[config.mk]
export PLATFORM = sky130hd
export DESIGN_NAME = cps_capture_precondition_select
export DESIGN_NICKNAME = d
export VERILOG_FILES = /design/src/cps_capture_precondition_select.v
export VERILOG_INCLUDE_DIRS = /design/src /design/src/src
export SDC_FILE = /design/constraint.sdc
export NUM_CORES = 1
export LEC_CHECK = 0
export BUFFER_PORTS_ARGS = -buffer_cell sky130_fd_sc_hd__buf_2
export CAP_MARGIN = 5
export CORE_MARGIN = 2
export CORE_UTILIZATION = 45
export CTS_CLUSTER_SIZE = 40
export DETAILED_ROUTE_END_ITERATION = 6
export GPL_ROUTABILITY_DRIVEN = 0
export MAX_ROUTING_LAYER = met4
export PLACE_DENSITY = 0.71
export SLEW_MARGIN = 0
export SYNTH_ARGS = -nofsm -noshare
export SYNTH_HDL_FRONTEND = slang
export SYNTH_SLANG_ARGS = --single-unit
[constraint.sdc]
create_clock -name ref_clk -period 7.9 [get_ports ref_clk]
set_input_delay 0.395 -clock ref_clk [delete_from_list [all_inputs] [get_ports ref_clk]]
set_output_delay 0.395 -clock ref_clk [all_outputs]
set_load 0.03 [all_outputs]
[src/cps_defines.vh]
/*
 * Constants for the capture precondition block: register word offsets,
 * reset values, setting limits, codes and timing.
 * Assumes a 16-bit word-addressed register port.
 */
`ifndef CPS_DEFINES_VH
`define CPS_DEFINES_VH

// Register word offsets
`define CPS_POS_CH0 8'h40
`define CPS_EDGE_CH0 8'h44
`define CPS_FILT_CH0 8'h46
`define CPS_SRC_CH0 8'h48
`define CPS_POS_CH1 8'h5A
`define CPS_EDGE_CH1 8'h5E
`define CPS_FILT_CH1 8'h60
`define CPS_SRC_CH1 8'h62

// Reset values
`define CPS_EDGE_RST 8'h01
`define CPS_FILT_RST 8'h00
`define CPS_SRC_RST 8'h00

// Setting limits
`define CPS_EDGE_MIN 8'h01
`define CPS_EDGE_MAX 8'h03
`define CPS_FILT_MAX 8'h02
`define CPS_SRC_MAX 8'h0B

// Edge codes
`define CPS_EDGE_RISE 8'h01
`define CPS_EDGE_FALL 8'h02
`define CPS_EDGE_BOTH 8'h03

// Event modes
`define CPS_EV_IGNORE 2'h0
`define CPS_EV_AFTER 2'h1
`define CPS_EV_HIGH 2'h2
`define CPS_EV_LOW 2'h3

// Source codes
`define CPS_SRC_NONE 8'h0B
`define CPS_NUM_SRC 12

// Unit code that reads in 16-bit counts
`define CPS_UNIT_CNT16 8'h04

// Logic tick and clock period in ns
`define CPS_TICK_NS 40
`define CPS_CLK_NS 5

`endif

[src/cps_capture_precondition_select.v]
/*
 * Two position capture channels with precondition selection and edge
 * qualification, plus the 16-bit word register port.
 * Assumes position_counts and all mode inputs are on ref_clk; the
 * capture source pins are asynchronous and are synchronised here.
 */
// Function
// (RULE1) Captured position signed 64-bit, reset zero
// (RULE2) Captured position read in configured units
// (RULE3) Edge codes: 1 rise, 2 fall, 3 both
// (RULE4) Edge setting 8-bit, 1..3, resets rising
// (RULE5) Trigger always edge; precondition edge optional
// (RULE6) Trigger has own matching edge selector
// (RULE7) Filter accepts 0..2, resets 0, no effect
// (RULE8) Source codes map inputs, differentials, index
// (RULE9) Source 8-bit, 0..11, reset 0
// (RULE10) Event modes 0..3 qualify trigger
// (RULE11) Trigger in same tick as precondition ignored
// (RULE12) Edge compares sample with previous cycle
`include "cps_defines.vh"
`default_nettype none

module cps_channel #(
    parameter HOLD_CYC = 8
) (
    input wire ref_clk,
    input wire rst_n,
    input wire [`CPS_NUM_SRC-1:0] sources,
    input wire [7:0] pre_source,
    input wire [7:0] pre_edge,
    input wire [7:0] trigger_source,
    input wire [7:0] trigger_edge_select,
    input wire [1:0] event_mode_select,
    input wire capture_enable,
    input wire [63:0] position_units,
    output reg [63:0] captured_position,
    output reg capture_event
);
    reg [`CPS_NUM_SRC-1:0] prev;
    reg armed;
    reg [7:0] hold;
    reg [7:0] next_hold;
    wire [`CPS_NUM_SRC-1:0] rise = sources & ~prev;
    wire [`CPS_NUM_SRC-1:0] fall = ~sources & prev;
    wire pre_level;
    wire pre_hit;
    wire trig_hit;
    wire qualified;

    // (RULE8) Source selection, code 11 none
    assign pre_level = (pre_source < `CPS_SRC_NONE) ? sources[pre_source[3:0]] : 1'b0;

    // (RULE3) Precondition edge by code
    assign pre_hit = (pre_source < `CPS_SRC_NONE) &&
        (((pre_edge == `CPS_EDGE_RISE || pre_edge == `CPS_EDGE_BOTH) && rise[pre_source[3:0]]) ||
         ((pre_edge == `CPS_EDGE_FALL || pre_edge == `CPS_EDGE_BOTH) && fall[pre_source[3:0]]));

    // (RULE6) Trigger edge with same choices
    assign trig_hit = (trigger_source <= `CPS_SRC_MAX) &&
        (((trigger_edge_select == `CPS_EDGE_RISE || trigger_edge_select == `CPS_EDGE_BOTH) &&
          rise[trigger_source[3:0]]) ||
         ((trigger_edge_select == `CPS_EDGE_FALL || trigger_edge_select == `CPS_EDGE_BOTH) &&
          fall[trigger_source[3:0]]));

    // (RULE5) Trigger edge always, precondition per mode
    // (RULE10) Mode qualification
    // (RULE11) Armed, and the tick holdoff count at zero
    assign qualified = capture_enable && trig_hit && (
        (event_mode_select == `CPS_EV_IGNORE) ||
        (event_mode_select == `CPS_EV_AFTER && armed && hold == 8'h00 && !pre_hit) ||
        (event_mode_select == `CPS_EV_HIGH && pre_level) ||
        (event_mode_select == `CPS_EV_LOW && !pre_level));

    always @* begin
        next_hold = hold;
        if (pre_hit) begin
            next_hold = HOLD_CYC[7:0] - 8'h01;
        end else if (hold != 8'h00) begin
            next_hold = hold - 8'h01;
        end
    end

    always @(posedge ref_clk or negedge rst_n) begin
        if (!rst_n) begin
            prev <= {`CPS_NUM_SRC{1'b0}};
            armed <= 1'b0;
            hold <= 8'h00;
            captured_position <= 64'h0000000000000000;
            capture_event <= 1'b0;
        end else begin
            // (RULE12) Previous-cycle sample
            prev <= sources;
            hold <= next_hold;
            capture_event <= qualified;
            if (pre_hit && capture_enable) begin
                armed <= 1'b1;
            end else if (qualified || !capture_enable) begin
                armed <= 1'b0;
            end
            // (RULE1) Store signed position
            if (qualified) begin
                captured_position <= position_units;
            end
        end
    end
endmodule // cps_channel

module cps_capture_precondition_select #(
    parameter CNT16_SHIFT = 16
) (
    input wire ref_clk,
    input wire arst_n,
    input wire [6:0] general_input,
    input wire [2:0] differential_input,
    input wire primary_index,
    input wire tertiary_index,
    input wire [63:0] position_counts,
    input wire linear_axis,
    input wire [7:0] rotary_position_units,
    input wire [7:0] linear_position_units,
    input wire [7:0] trigger_source_ch0,
    input wire [7:0] trigger_source_ch1,
    input wire [7:0] trigger_edge_select_ch0,
    input wire [7:0] trigger_edge_select_ch1,
    input wire [1:0] event_mode_select_ch0,
    input wire [1:0] event_mode_select_ch1,
    input wire capture_enable_ch0,
    input wire capture_enable_ch1,
    input wire [7:0] reg_addr,
    input wire reg_wr,
    input wire [15:0] reg_wdata,
    input wire reg_rd,
    output reg [15:0] reg_rdata,
    output wire capture_event_ch0,
    output wire capture_event_ch1
);
    localparam HOLD_CYC = (`CPS_TICK_NS + `CPS_CLK_NS - 1) / `CPS_CLK_NS;

    reg [1:0] rst_sync;
    wire rst_n = rst_sync[1];
    wire [`CPS_NUM_SRC-1:0] raw_src = {tertiary_index, primary_index, differential_input, general_input};
    reg [`CPS_NUM_SRC-1:0] sync1;
    reg [`CPS_NUM_SRC-1:0] sync2;
    reg [`CPS_NUM_SRC-1:0] sync3;
    reg [`CPS_NUM_SRC-1:0] src_level;
    reg [7:0] precondition_edge_ch0;
    reg [7:0] precondition_edge_ch1;
    reg [7:0] precondition_filter_ch0;
    reg [7:0] precondition_filter_ch1;
    reg [7:0] precondition_source_ch0;
    reg [7:0] precondition_source_ch1;
    wire [63:0] captured_position_ch0;
    wire [63:0] captured_position_ch1;
    wire [7:0] unit_code = linear_axis ? linear_position_units : rotary_position_units;
    wire [63:0] position_units;
    reg [15:0] next_rdata;

    // (RULE2) Counts converted to the selected unit
    // Both arms signed so the shift keeps the sign
    assign position_units = (unit_code == `CPS_UNIT_CNT16) ?
        ($signed(position_counts) >>> CNT16_SHIFT) : $signed(position_counts);

    always @(posedge ref_clk or negedge arst_n) begin
        if (!arst_n) begin
            rst_sync <= 2'b00;
        end else begin
            rst_sync <= {rst_sync[0], 1'b1};
        end
    end

    // Three-stage sync, change taken when the last two stages agree
    always @(posedge ref_clk or negedge rst_n) begin
        if (!rst_n) begin
            sync1 <= {`CPS_NUM_SRC{1'b0}};
            sync2 <= {`CPS_NUM_SRC{1'b0}};
            sync3 <= {`CPS_NUM_SRC{1'b0}};
            src_level <= {`CPS_NUM_SRC{1'b0}};
        end else begin
            sync1 <= raw_src;
            sync2 <= sync1;
            sync3 <= sync2;
            src_level <= (sync2 & sync3) | (src_level & (sync2 | sync3));
        end
    end

    always @(posedge ref_clk or negedge rst_n) begin
        if (!rst_n) begin
            // (RULE4) Edge resets rising
            precondition_edge_ch0 <= `CPS_EDGE_RST;
            precondition_edge_ch1 <= `CPS_EDGE_RST;
            precondition_filter_ch0 <= `CPS_FILT_RST;
            precondition_filter_ch1 <= `CPS_FILT_RST;
            // (RULE9) Source resets to zero
            precondition_source_ch0 <= `CPS_SRC_RST;
            precondition_source_ch1 <= `CPS_SRC_RST;
        end else if (reg_wr) begin
            // (RULE4) Only 1..3 accepted
            if (reg_addr == `CPS_EDGE_CH0 && reg_wdata[7:0] >= `CPS_EDGE_MIN && reg_wdata[7:0] <= `CPS_EDGE_MAX) begin
                precondition_edge_ch0 <= reg_wdata[7:0];
            end
            if (reg_addr == `CPS_EDGE_CH1 && reg_wdata[7:0] >= `CPS_EDGE_MIN && reg_wdata[7:0] <= `CPS_EDGE_MAX) begin
                precondition_edge_ch1 <= reg_wdata[7:0];
            end
            // (RULE7) Stored only, path unaffected
            if (reg_addr == `CPS_FILT_CH0 && reg_wdata[7:0] <= `CPS_FILT_MAX) begin
                precondition_filter_ch0 <= reg_wdata[7:0];
            end
            if (reg_addr == `CPS_FILT_CH1 && reg_wdata[7:0] <= `CPS_FILT_MAX) begin
                precondition_filter_ch1 <= reg_wdata[7:0];
            end
            // (RULE9) Only 0..11 accepted
            if (reg_addr == `CPS_SRC_CH0 && reg_wdata[7:0] <= `CPS_SRC_MAX) begin
                precondition_source_ch0 <= reg_wdata[7:0];
            end
            if (reg_addr == `CPS_SRC_CH1 && reg_wdata[7:0] <= `CPS_SRC_MAX) begin
                precondition_source_ch1 <= reg_wdata[7:0];
            end
        end
    end

    // Read mux, high word first, unmapped reads zero
    always @* begin
        case (reg_addr)
            `CPS_POS_CH0: next_rdata = captured_position_ch0[63:48];
            `CPS_POS_CH0 + 8'h01: next_rdata = captured_position_ch0[47:32];
            `CPS_POS_CH0 + 8'h02: next_rdata = captured_position_ch0[31:16];
            `CPS_POS_CH0 + 8'h03: next_rdata = captured_position_ch0[15:0];
            `CPS_EDGE_CH0: next_rdata = {8'h00, precondition_edge_ch0};
            `CPS_FILT_CH0: next_rdata = {8'h00, precondition_filter_ch0};
            `CPS_SRC_CH0: next_rdata = {8'h00, precondition_source_ch0};
            `CPS_POS_CH1: next_rdata = captured_position_ch1[63:48];
            `CPS_POS_CH1 + 8'h01: next_rdata = captured_position_ch1[47:32];
            `CPS_POS_CH1 + 8'h02: next_rdata = captured_position_ch1[31:16];
            `CPS_POS_CH1 + 8'h03: next_rdata = captured_position_ch1[15:0];
            `CPS_EDGE_CH1: next_rdata = {8'h00, precondition_edge_ch1};
            `CPS_FILT_CH1: next_rdata = {8'h00, precondition_filter_ch1};
            `CPS_SRC_CH1: next_rdata = {8'h00, precondition_source_ch1};
            default: next_rdata = 16'h0000;
        endcase
    end

    always @(posedge ref_clk or negedge rst_n) begin
        if (!rst_n) begin
            reg_rdata <= 16'h0000;
        end else if (reg_rd) begin
            reg_rdata <= next_rdata;
        end
    end

    cps_channel #(.HOLD_CYC(HOLD_CYC)) u_ch0 (
        .ref_clk(ref_clk),
        .rst_n(rst_n),
        .sources(src_level),
        .pre_source(precondition_source_ch0),
        .pre_edge(precondition_edge_ch0),
        .trigger_source(trigger_source_ch0),
        .trigger_edge_select(trigger_edge_select_ch0),
        .event_mode_select(event_mode_select_ch0),
        .capture_enable(capture_enable_ch0),
        .position_units(position_units),
        .captured_position(captured_position_ch0),
        .capture_event(capture_event_ch0)
    );

    cps_channel #(.HOLD_CYC(HOLD_CYC)) u_ch1 (
        .ref_clk(ref_clk),
        .rst_n(rst_n),
        .sources(src_level),
        .pre_source(precondition_source_ch1),
        .pre_edge(precondition_edge_ch1),
        .trigger_source(trigger_source_ch1),
        .trigger_edge_select(trigger_edge_select_ch1),
        .event_mode_select(event_mode_select_ch1),
        .capture_enable(capture_enable_ch1),
        .position_units(position_units),
        .captured_position(captured_position_ch1),
        .capture_event(capture_event_ch1)
    );
endmodule // cps_capture_precondition_select

`default_nettype wire

* Word-level counts from Yosys, hierarchy flattened
Cells that the tools add are included.
** Word-level totals
- Bits in registers :: 274
- Input port bits :: 159
- Output and inout port bits :: 18
- Word-level logic and storage cells :: 187
** Operators by class
- Add/subtract/negate cells :: 2
- Magnitude comparators :: 12
- Eq/ne operators :: 33
- Muxes and demuxes :: 33
- Bitwise gates (word level) :: 8
- Reductions and logical operators :: 78
** Operator list (number)
- $pmux 16 s14 :: 1
- $eq 8x7->1 const B :: 14
- $eq 8x2->1 const B :: 8
- $mux 63 :: 1
- $and 12x12->12 :: 4
- $bmux 1 s4 :: 10
- $mux 8 :: 5
- $logic_and 1x1->1 :: 36
- $eq 8x1->1 const B :: 4
- $le 8x4->1 const B :: 3
- $not 12->12 :: 2
- $or 12x12->12 :: 2
- $logic_or 1x1->1 :: 20
- $lt 4x5->1 const B :: 4
- $le 8x2->1 const B :: 2
- $logic_not 8->1 :: 2
- $lt 8x4->1 const B :: 2
- $mux 1 :: 16
- $reduce_bool 8->1 :: 2
- $sub 8x1->8 const B :: 2
- $reduce_and 2->1 :: 6
- $eq 2x2->1 const B :: 4
- $eq 8x3->1 const B :: 1
- $ge 8x1->1 const B :: 1
- other kinds (4) :: 14

* Logic depth before layout (Yosys ltp)
- Depth in word-level cells :: 16
- Mapped depth :: 11
- Mapped depth without buffers :: 7

* By module
From an unflattened synthesis, not the netlist that was laid out.
** Unflattened totals
- Cell total of the unflattened synthesis :: 1224
- Area, all modules :: 14463.9 um^2
** By module, submodules not included
- cps_capture_precondition_select :: instances 1, cells each 635, area an instance 6190.9 um^2, seq. area each 2855.2 um^2
- cps_channel at u_ch0 :: instances 1, cells each 291, area an instance 4289.1 um^2, seq. area each 2152.1 um^2
- cps_channel at u_ch1 :: instances 1, cells each 298, area an instance 3983.8 um^2, seq. area each 2152.1 um^2

* Least setup slack after synthesis
No wires, ideal clock.
- Kind :: register to register
- Start :: register precondition_source_ch1[0]
- End :: register u_ch1.captured_position[15]
- Setup time :: 0.127 ns
- Data arrival time :: 2.472 ns
- Data required time :: 7.773 ns
- Slack :: 5.300 ns
- Stages on the path, launching flop included :: 10
- Path buffers :: 3
- Clock period less this slack :: 2.600 ns
- Cells stage by stage :: dfrtp_1 -> buf_2 -> mux4_2 -> a2bb2oi_1 -> a21boi_2 -> o211ai_1 -> a211oi_2 -> buf_4 -> buf_6 -> mux2_1
** Between the ends
- Cells in the longest elaborated chain, start to end :: 11
- Elaborated cells between the ends (all ways) :: 21
- Those cells by class :: order compare (1); mux (7); reduce/logical (13)
** RTL lines
- start: declaration :: RTL line cps_capture_precondition_select.v:151 : reg [7:0] precondition_source_ch1;
- start signal: assignment :: RTL line cps_capture_precondition_select.v:195 : precondition_source_ch1 <= `CPS_SRC_RST;
- start signal: assignment :: RTL line cps_capture_precondition_select.v:216 : precondition_source_ch1 <= reg_wdata[7:0];
- $bmux 1 s4, on equally long branches :: RTL line cps_capture_precondition_select.v:55, cps_capture_precondition_select.v:56
- $mux 1, on equally long branches :: RTL line cps_capture_precondition_select.v:55, cps_capture_precondition_select.v:56
- $logic_and 1x1->1, on equally long branches :: RTL line cps_capture_precondition_select.v:55, cps_capture_precondition_select.v:56
- $logic_or 1x1->1 :: RTL line cps_capture_precondition_select.v:55 : (((pre_edge == `CPS_EDGE_RISE || pre_edge == `CPS_EDGE_BOTH) && rise[pre_source[3:0]]) ||
- $logic_and 1x1->1 :: RTL line cps_capture_precondition_select.v:54 : assign pre_hit = (pre_source < `CPS_SRC_NONE) &&
- $logic_not 1->1 :: RTL line cps_capture_precondition_select.v:70 : (event_mode_select == `CPS_EV_AFTER && armed && hold == 8'h00 && !pre_hit) ||
- $logic_and 1x1->1 :: RTL line cps_capture_precondition_select.v:70
- $logic_or 1x1->1 (2 in a row) :: RTL line cps_capture_precondition_select.v:69 : (event_mode_select == `CPS_EV_IGNORE) ||
- $logic_or 1x1->1 * :: RTL line cps_capture_precondition_select.v:69
- $logic_and 1x1->1 * :: RTL line cps_capture_precondition_select.v:68 : assign qualified = capture_enable && trig_hit && (
- end signal: assignment :: RTL line cps_capture_precondition_select.v:102 : captured_position <= position_units;
- end: declaration :: RTL line cps_capture_precondition_select.v:36 : output reg [63:0] captured_position,
Every way passes the cells marked *; elsewhere a longest branch is shown, timed or not. The select of a mux whose other input is x is not followed.
A chain may end at the register's enable or synchronous reset.

* Final worst setup path
- Start :: register precondition_source_ch1[0]
- End :: register u_ch1.captured_position[12]
Same word-level chain as after synthesis.

==> metrics.md <==
| Metric | Value |
|---|---|
| Slew Limit Fails | `0` |
| Port Buf Inserts | `168` |
| CTS root buffer | `clkbuf_16` |
| WHS | `0.0787 ns` |
| Hold_sp | `position_counts[63]` |
| Iteration-0 DRC count of the detailed router | `936` |
| Synth Area in XOR/XNOR | `0.815%` |
| Fmax | `0.279 GHz` |
| WL/cell | `about 20 microns` |
| Sequential fraction of the synthesis area | `53.2%` |
| Placed cell area | `0.0140 sq mm` |
| Async S/R FF share, synth | `between 90% and 100%` |
| Die H | `173 microns` |
| Post-synthesis register bit count | `274` |
| Deepest clock path buffer count | `3` |
| Post-Syn Nets | `1,258` |
| Area Overhead vs Synth | `18.2%` |
| # fillers | `2,390` |
| R2R Path End | `u_ch1.captured_position[12]$_DFFE_PN0P_` |
| Initial antenna violation count | `8` |
| DR pass1 iterations | `6` |
| CP max stage cell | `dfrtp_1` |
| Post-synthesis instance total | `1,095` |
| Commonest cells in the netlist | `dfrtp_1 (272), nand2_1 (180), mux2_1 (98)` |
| Post-synthesis mux area share | `17.3%` |
| Crit path launch type | `flip-flop` |
| Synth top area share | `52.8%` |
| Max-Cap Viols | `0` |
| Largest net degree at the start of global routing | `204` |
| Share of layout cells above drive strength 1 | `25.1%` |
| Status | `finished, final reports clean` |
| # nets final | `1,423` |
| Total CTS buffers | `29` |
| Postcts setup bufs | `0` |
| Critical-path cell list | `mux4_2, a22o_1, o211ai_1, o211ai_1, a211oi_4, buf_4, mux2_2` |
| Final hold violations | `0` |
| First-pass GRT wire length | `53,600 microns` |
| Post-Route WL | `roughly 34,000 microns` |
| CTS tree | `yes` |
| Post-route setup TNS | `0 ns` |
| Finished Cell Area | `0.0152 sq mm` |
| Power Total | `~0.0031 W` |
| Vias in the first global route | `9,481` |
| CP Max Fanout | `65` |
| Fin crit share | `45.4%` |
| Top post-synthesis cells by area | `dfrtp_1 (53%), mux2_1 (8.6%), nand2_1 (5.2%)` |
| Warnings, synthesis | `0` |
| Worst skew pair latency | `around 0.57 ns` |
| FF-to-FF path depth | `7` |
| Std-Cell Rows | `61` |
| LEAKAGE | `about 7.4 nW` |
| Unrepaired setup endpoints after global routing | `no` |
| Remaining routing DRC violations | `0` |
| Final number of setup-violating endpoints | `0` |
| Cell Area, Synth | `0.0129 sq mm` |
| Worst setup path category | `reg -> reg` |
| Sink Count | `274` |
| VDD IR-drop max | `between 0.00015 and 0.0002 V` |
| Crit end category | `flip-flop` |
| Slew margin rel. | `between 15 and 20%` |
| Number of synthesized flops with an enable pin | `0` |
| Hold worst-path end | `u_ch0.captured_position[63]$_DFFE_PN0P_` |
| Core Area | `between 0.02 and 0.03 sq mm` |
| DP HPWL | `22,500 microns` |
| Place WS | `4.33 ns` |
| Main synth FF type | `dfrtp_1` |
| Post-detailed-route count of antenna-violating nets | `0` |
| Area leader, netlist | `dfrtp_1` |
| Vias/cell | `~5.7` |
| Post-Synth Simple-Gate Area | `14.0%` |
| Die Width | `173 microns` |
| Starting Density | `46.0%` |
| Worst Path Required | `approximately 8.4 ns` |
| Hold depth | `2` |
| Area of the die | `0.0300 sq mm` |
| Main combinational cell family by area after synthesis | `multiplexers` |
| Area share of fa/ha/maj cells after synthesis | `1.32%` |
| Syn Area/Cell | `11.8 sq um` |
| Total global routing overflow | `0` |
| Tmin final | `3.58 ns` |
| Io pins | `177` |
| Clock-pin slew on the worst setup and hold paths | `0.06 ns` |
| Most frequent cell after synthesis | `dfrtp_1` |
| Tot GR Track Use | `a little under a quarter` |
| Worst r2r src | `precondition_source_ch1[0]$_DFFE_PN0P_` |
| HP Class | `in -> reg` |
| Worst path most repeated cell | `o211ai_1` |
| Clk_skew | `0.0278 ns` |
| Yosys cell types | `between 60 and 70` |
| Routed vias | `9,557` |
| Final setup margin | `4.32 ns` |
| Crit-path max cell delay | `0.77 ns` |
| Worst Path Arrival | `4.03 ns` |
| Worst slew pin tran | `1.26 ns` |
| P per Cell Area | `207 mW/mm^2` |
| Reg2reg setup slack | `about 4.3 ns` |
| Compound-cell area share of the yosys netlist | `around 10%` |
| CTS H-tree lvls | `1` |
## worst max path at each step
stage	from	endpoint	cells after the start
finish	precondition_source_ch1[0]$_DFFE_PN0P_	u_ch1.captured_position[12]$_DFFE_PN0P_	7
global route	precondition_source_ch1[0]$_DFFE_PN0P_	u_ch1.captured_position[12]$_DFFE_PN0P_	7
floorplan	rst_sync[1]$_DFF_PN0_	precondition_edge_ch0[1]$_DFFE_PN0P_	0
global placement	precondition_source_ch1[0]$_DFFE_PN0P_	u_ch1.captured_position[12]$_DFFE_PN0P_	7
detailed placement	precondition_source_ch1[0]$_DFFE_PN0P_	u_ch1.captured_position[12]$_DFFE_PN0P_	7
CTS	precondition_source_ch1[0]$_DFFE_PN0P_	u_ch1.captured_position[12]$_DFFE_PN0P_	7
## registers in the layout, indices dropped and copies added (netlist names), 2 cells and up
signal / cells
precondition_source_ch0: 8
u_ch1.captured_position: 64
rst_sync: 2
precondition_filter_ch1: 8
sync1: 12
precondition_edge_ch1: 8
sync2: 12
u_ch1.hold: 8
precondition_source_ch1: 8
u_ch0.hold: 8
precondition_filter_ch0: 8
reg_rdata: 16
sync3: 12
precondition_edge_ch0: 8
u_ch1.prev: 12
u_ch0.captured_position: 64
src_level: 12
## worst max-delay path: cells and delay by family (launching register included)
| family | cells | cell delay (ns) |
|---|---|---|
| mux | 2 | 1.02 |
| compound gates | 4 | 0.85 |
| flops | 1 | 0.77 |
| buf+inv | 1 | 0.71 |
## power by group
group / internal [W] / switching [W]
Sequential: 0.00144 / 0.0000394
Clock: 0.000898 / 0.000565
Combinational: 0.0000979 / 0.000107
## what timing repair did
item                                   4_1_cts  5_1_grt
gates resized for setup                      0        0
endpoints found under the hold margin       14        0
hold buffers                                13        0
setup endpoints to repair                    0        0
## routing by layer
metal  share of wire [%]  global-route usage, %  vias up
met3                 8.6                   4.85       55
met1                  43                   32.1     4818
li1                    -                      -     4325
met5                   0                      -        -
met2                  46                   34.5      359
met4                 2.4                   6.74        0
## cell type report
type	instances	area (sq um)	share of cell area, %
inverter	28	105	0.690
tap	378	473	3.10
clock buffer	41	871	5.71
multi-input combinational	735	5660	37.2
timing repair buffer	192	1070	7.00
clock inverter	11	180	1.18
sequential	274	6860	45.0
antenna	8	20.0	0.131
## placed cells by master, fill, tap and decap left out, types with 4 or more instances in the layout
cell	n
a22oi_1	33
buf_2	168
o22ai_1	16
dlygate4sd3_1	13
inv_1	28
nor2_2	5
nor3b_1	4
nor4b_1	7
nand2b_1	12
nor3_1	13
a221oi_1	13
clkbuf_8	10
ha_1	4
nand3b_1	6
nand3_1	8
clkbuf_16	29
nor2_1	36
nand2_1	180
mux2_2	46
a21o_1	18
nor2b_1	47
a222oi_1	32
diode_2	8
dfrtp_1	271
maj3_1	12
nand4_1	8
buf_4	10
and2_1	13
mux2_1	98
o21ai_0	7
bufinv_16	4
nor4_1	10
a21oi_1	13
xnor2_1	9
mux4_2	26
## cells by family (layout without fill, tap and decap cells)
| group | Yosys count | count (layout) |
|---|---|---|
| XOR/XNOR | 12 | 12 |
| multiplexers | 173 | 173 |
| adder cells (fa/ha/maj) | 16 | 16 |
| buffers and inverters | 86 | 272 |
| other | 1 | 9 |
| flip-flops | 274 | 274 |
| AND/OR/NAND/NOR | 369 | 369 |
| AO/OA/AOI/OAI | 164 | 164 |
## stage by stage
step / utilization, % / cells
after floorplan: - / 1095
after global placement: 50.1 / 1594
after detailed placement: 50.1 / 1594
after CTS: 54.3 / 1659
after global routing: 54.4 / 1667
final: 54.4 / 1667
Note: power is estimated with default switching activity, not from simulation.
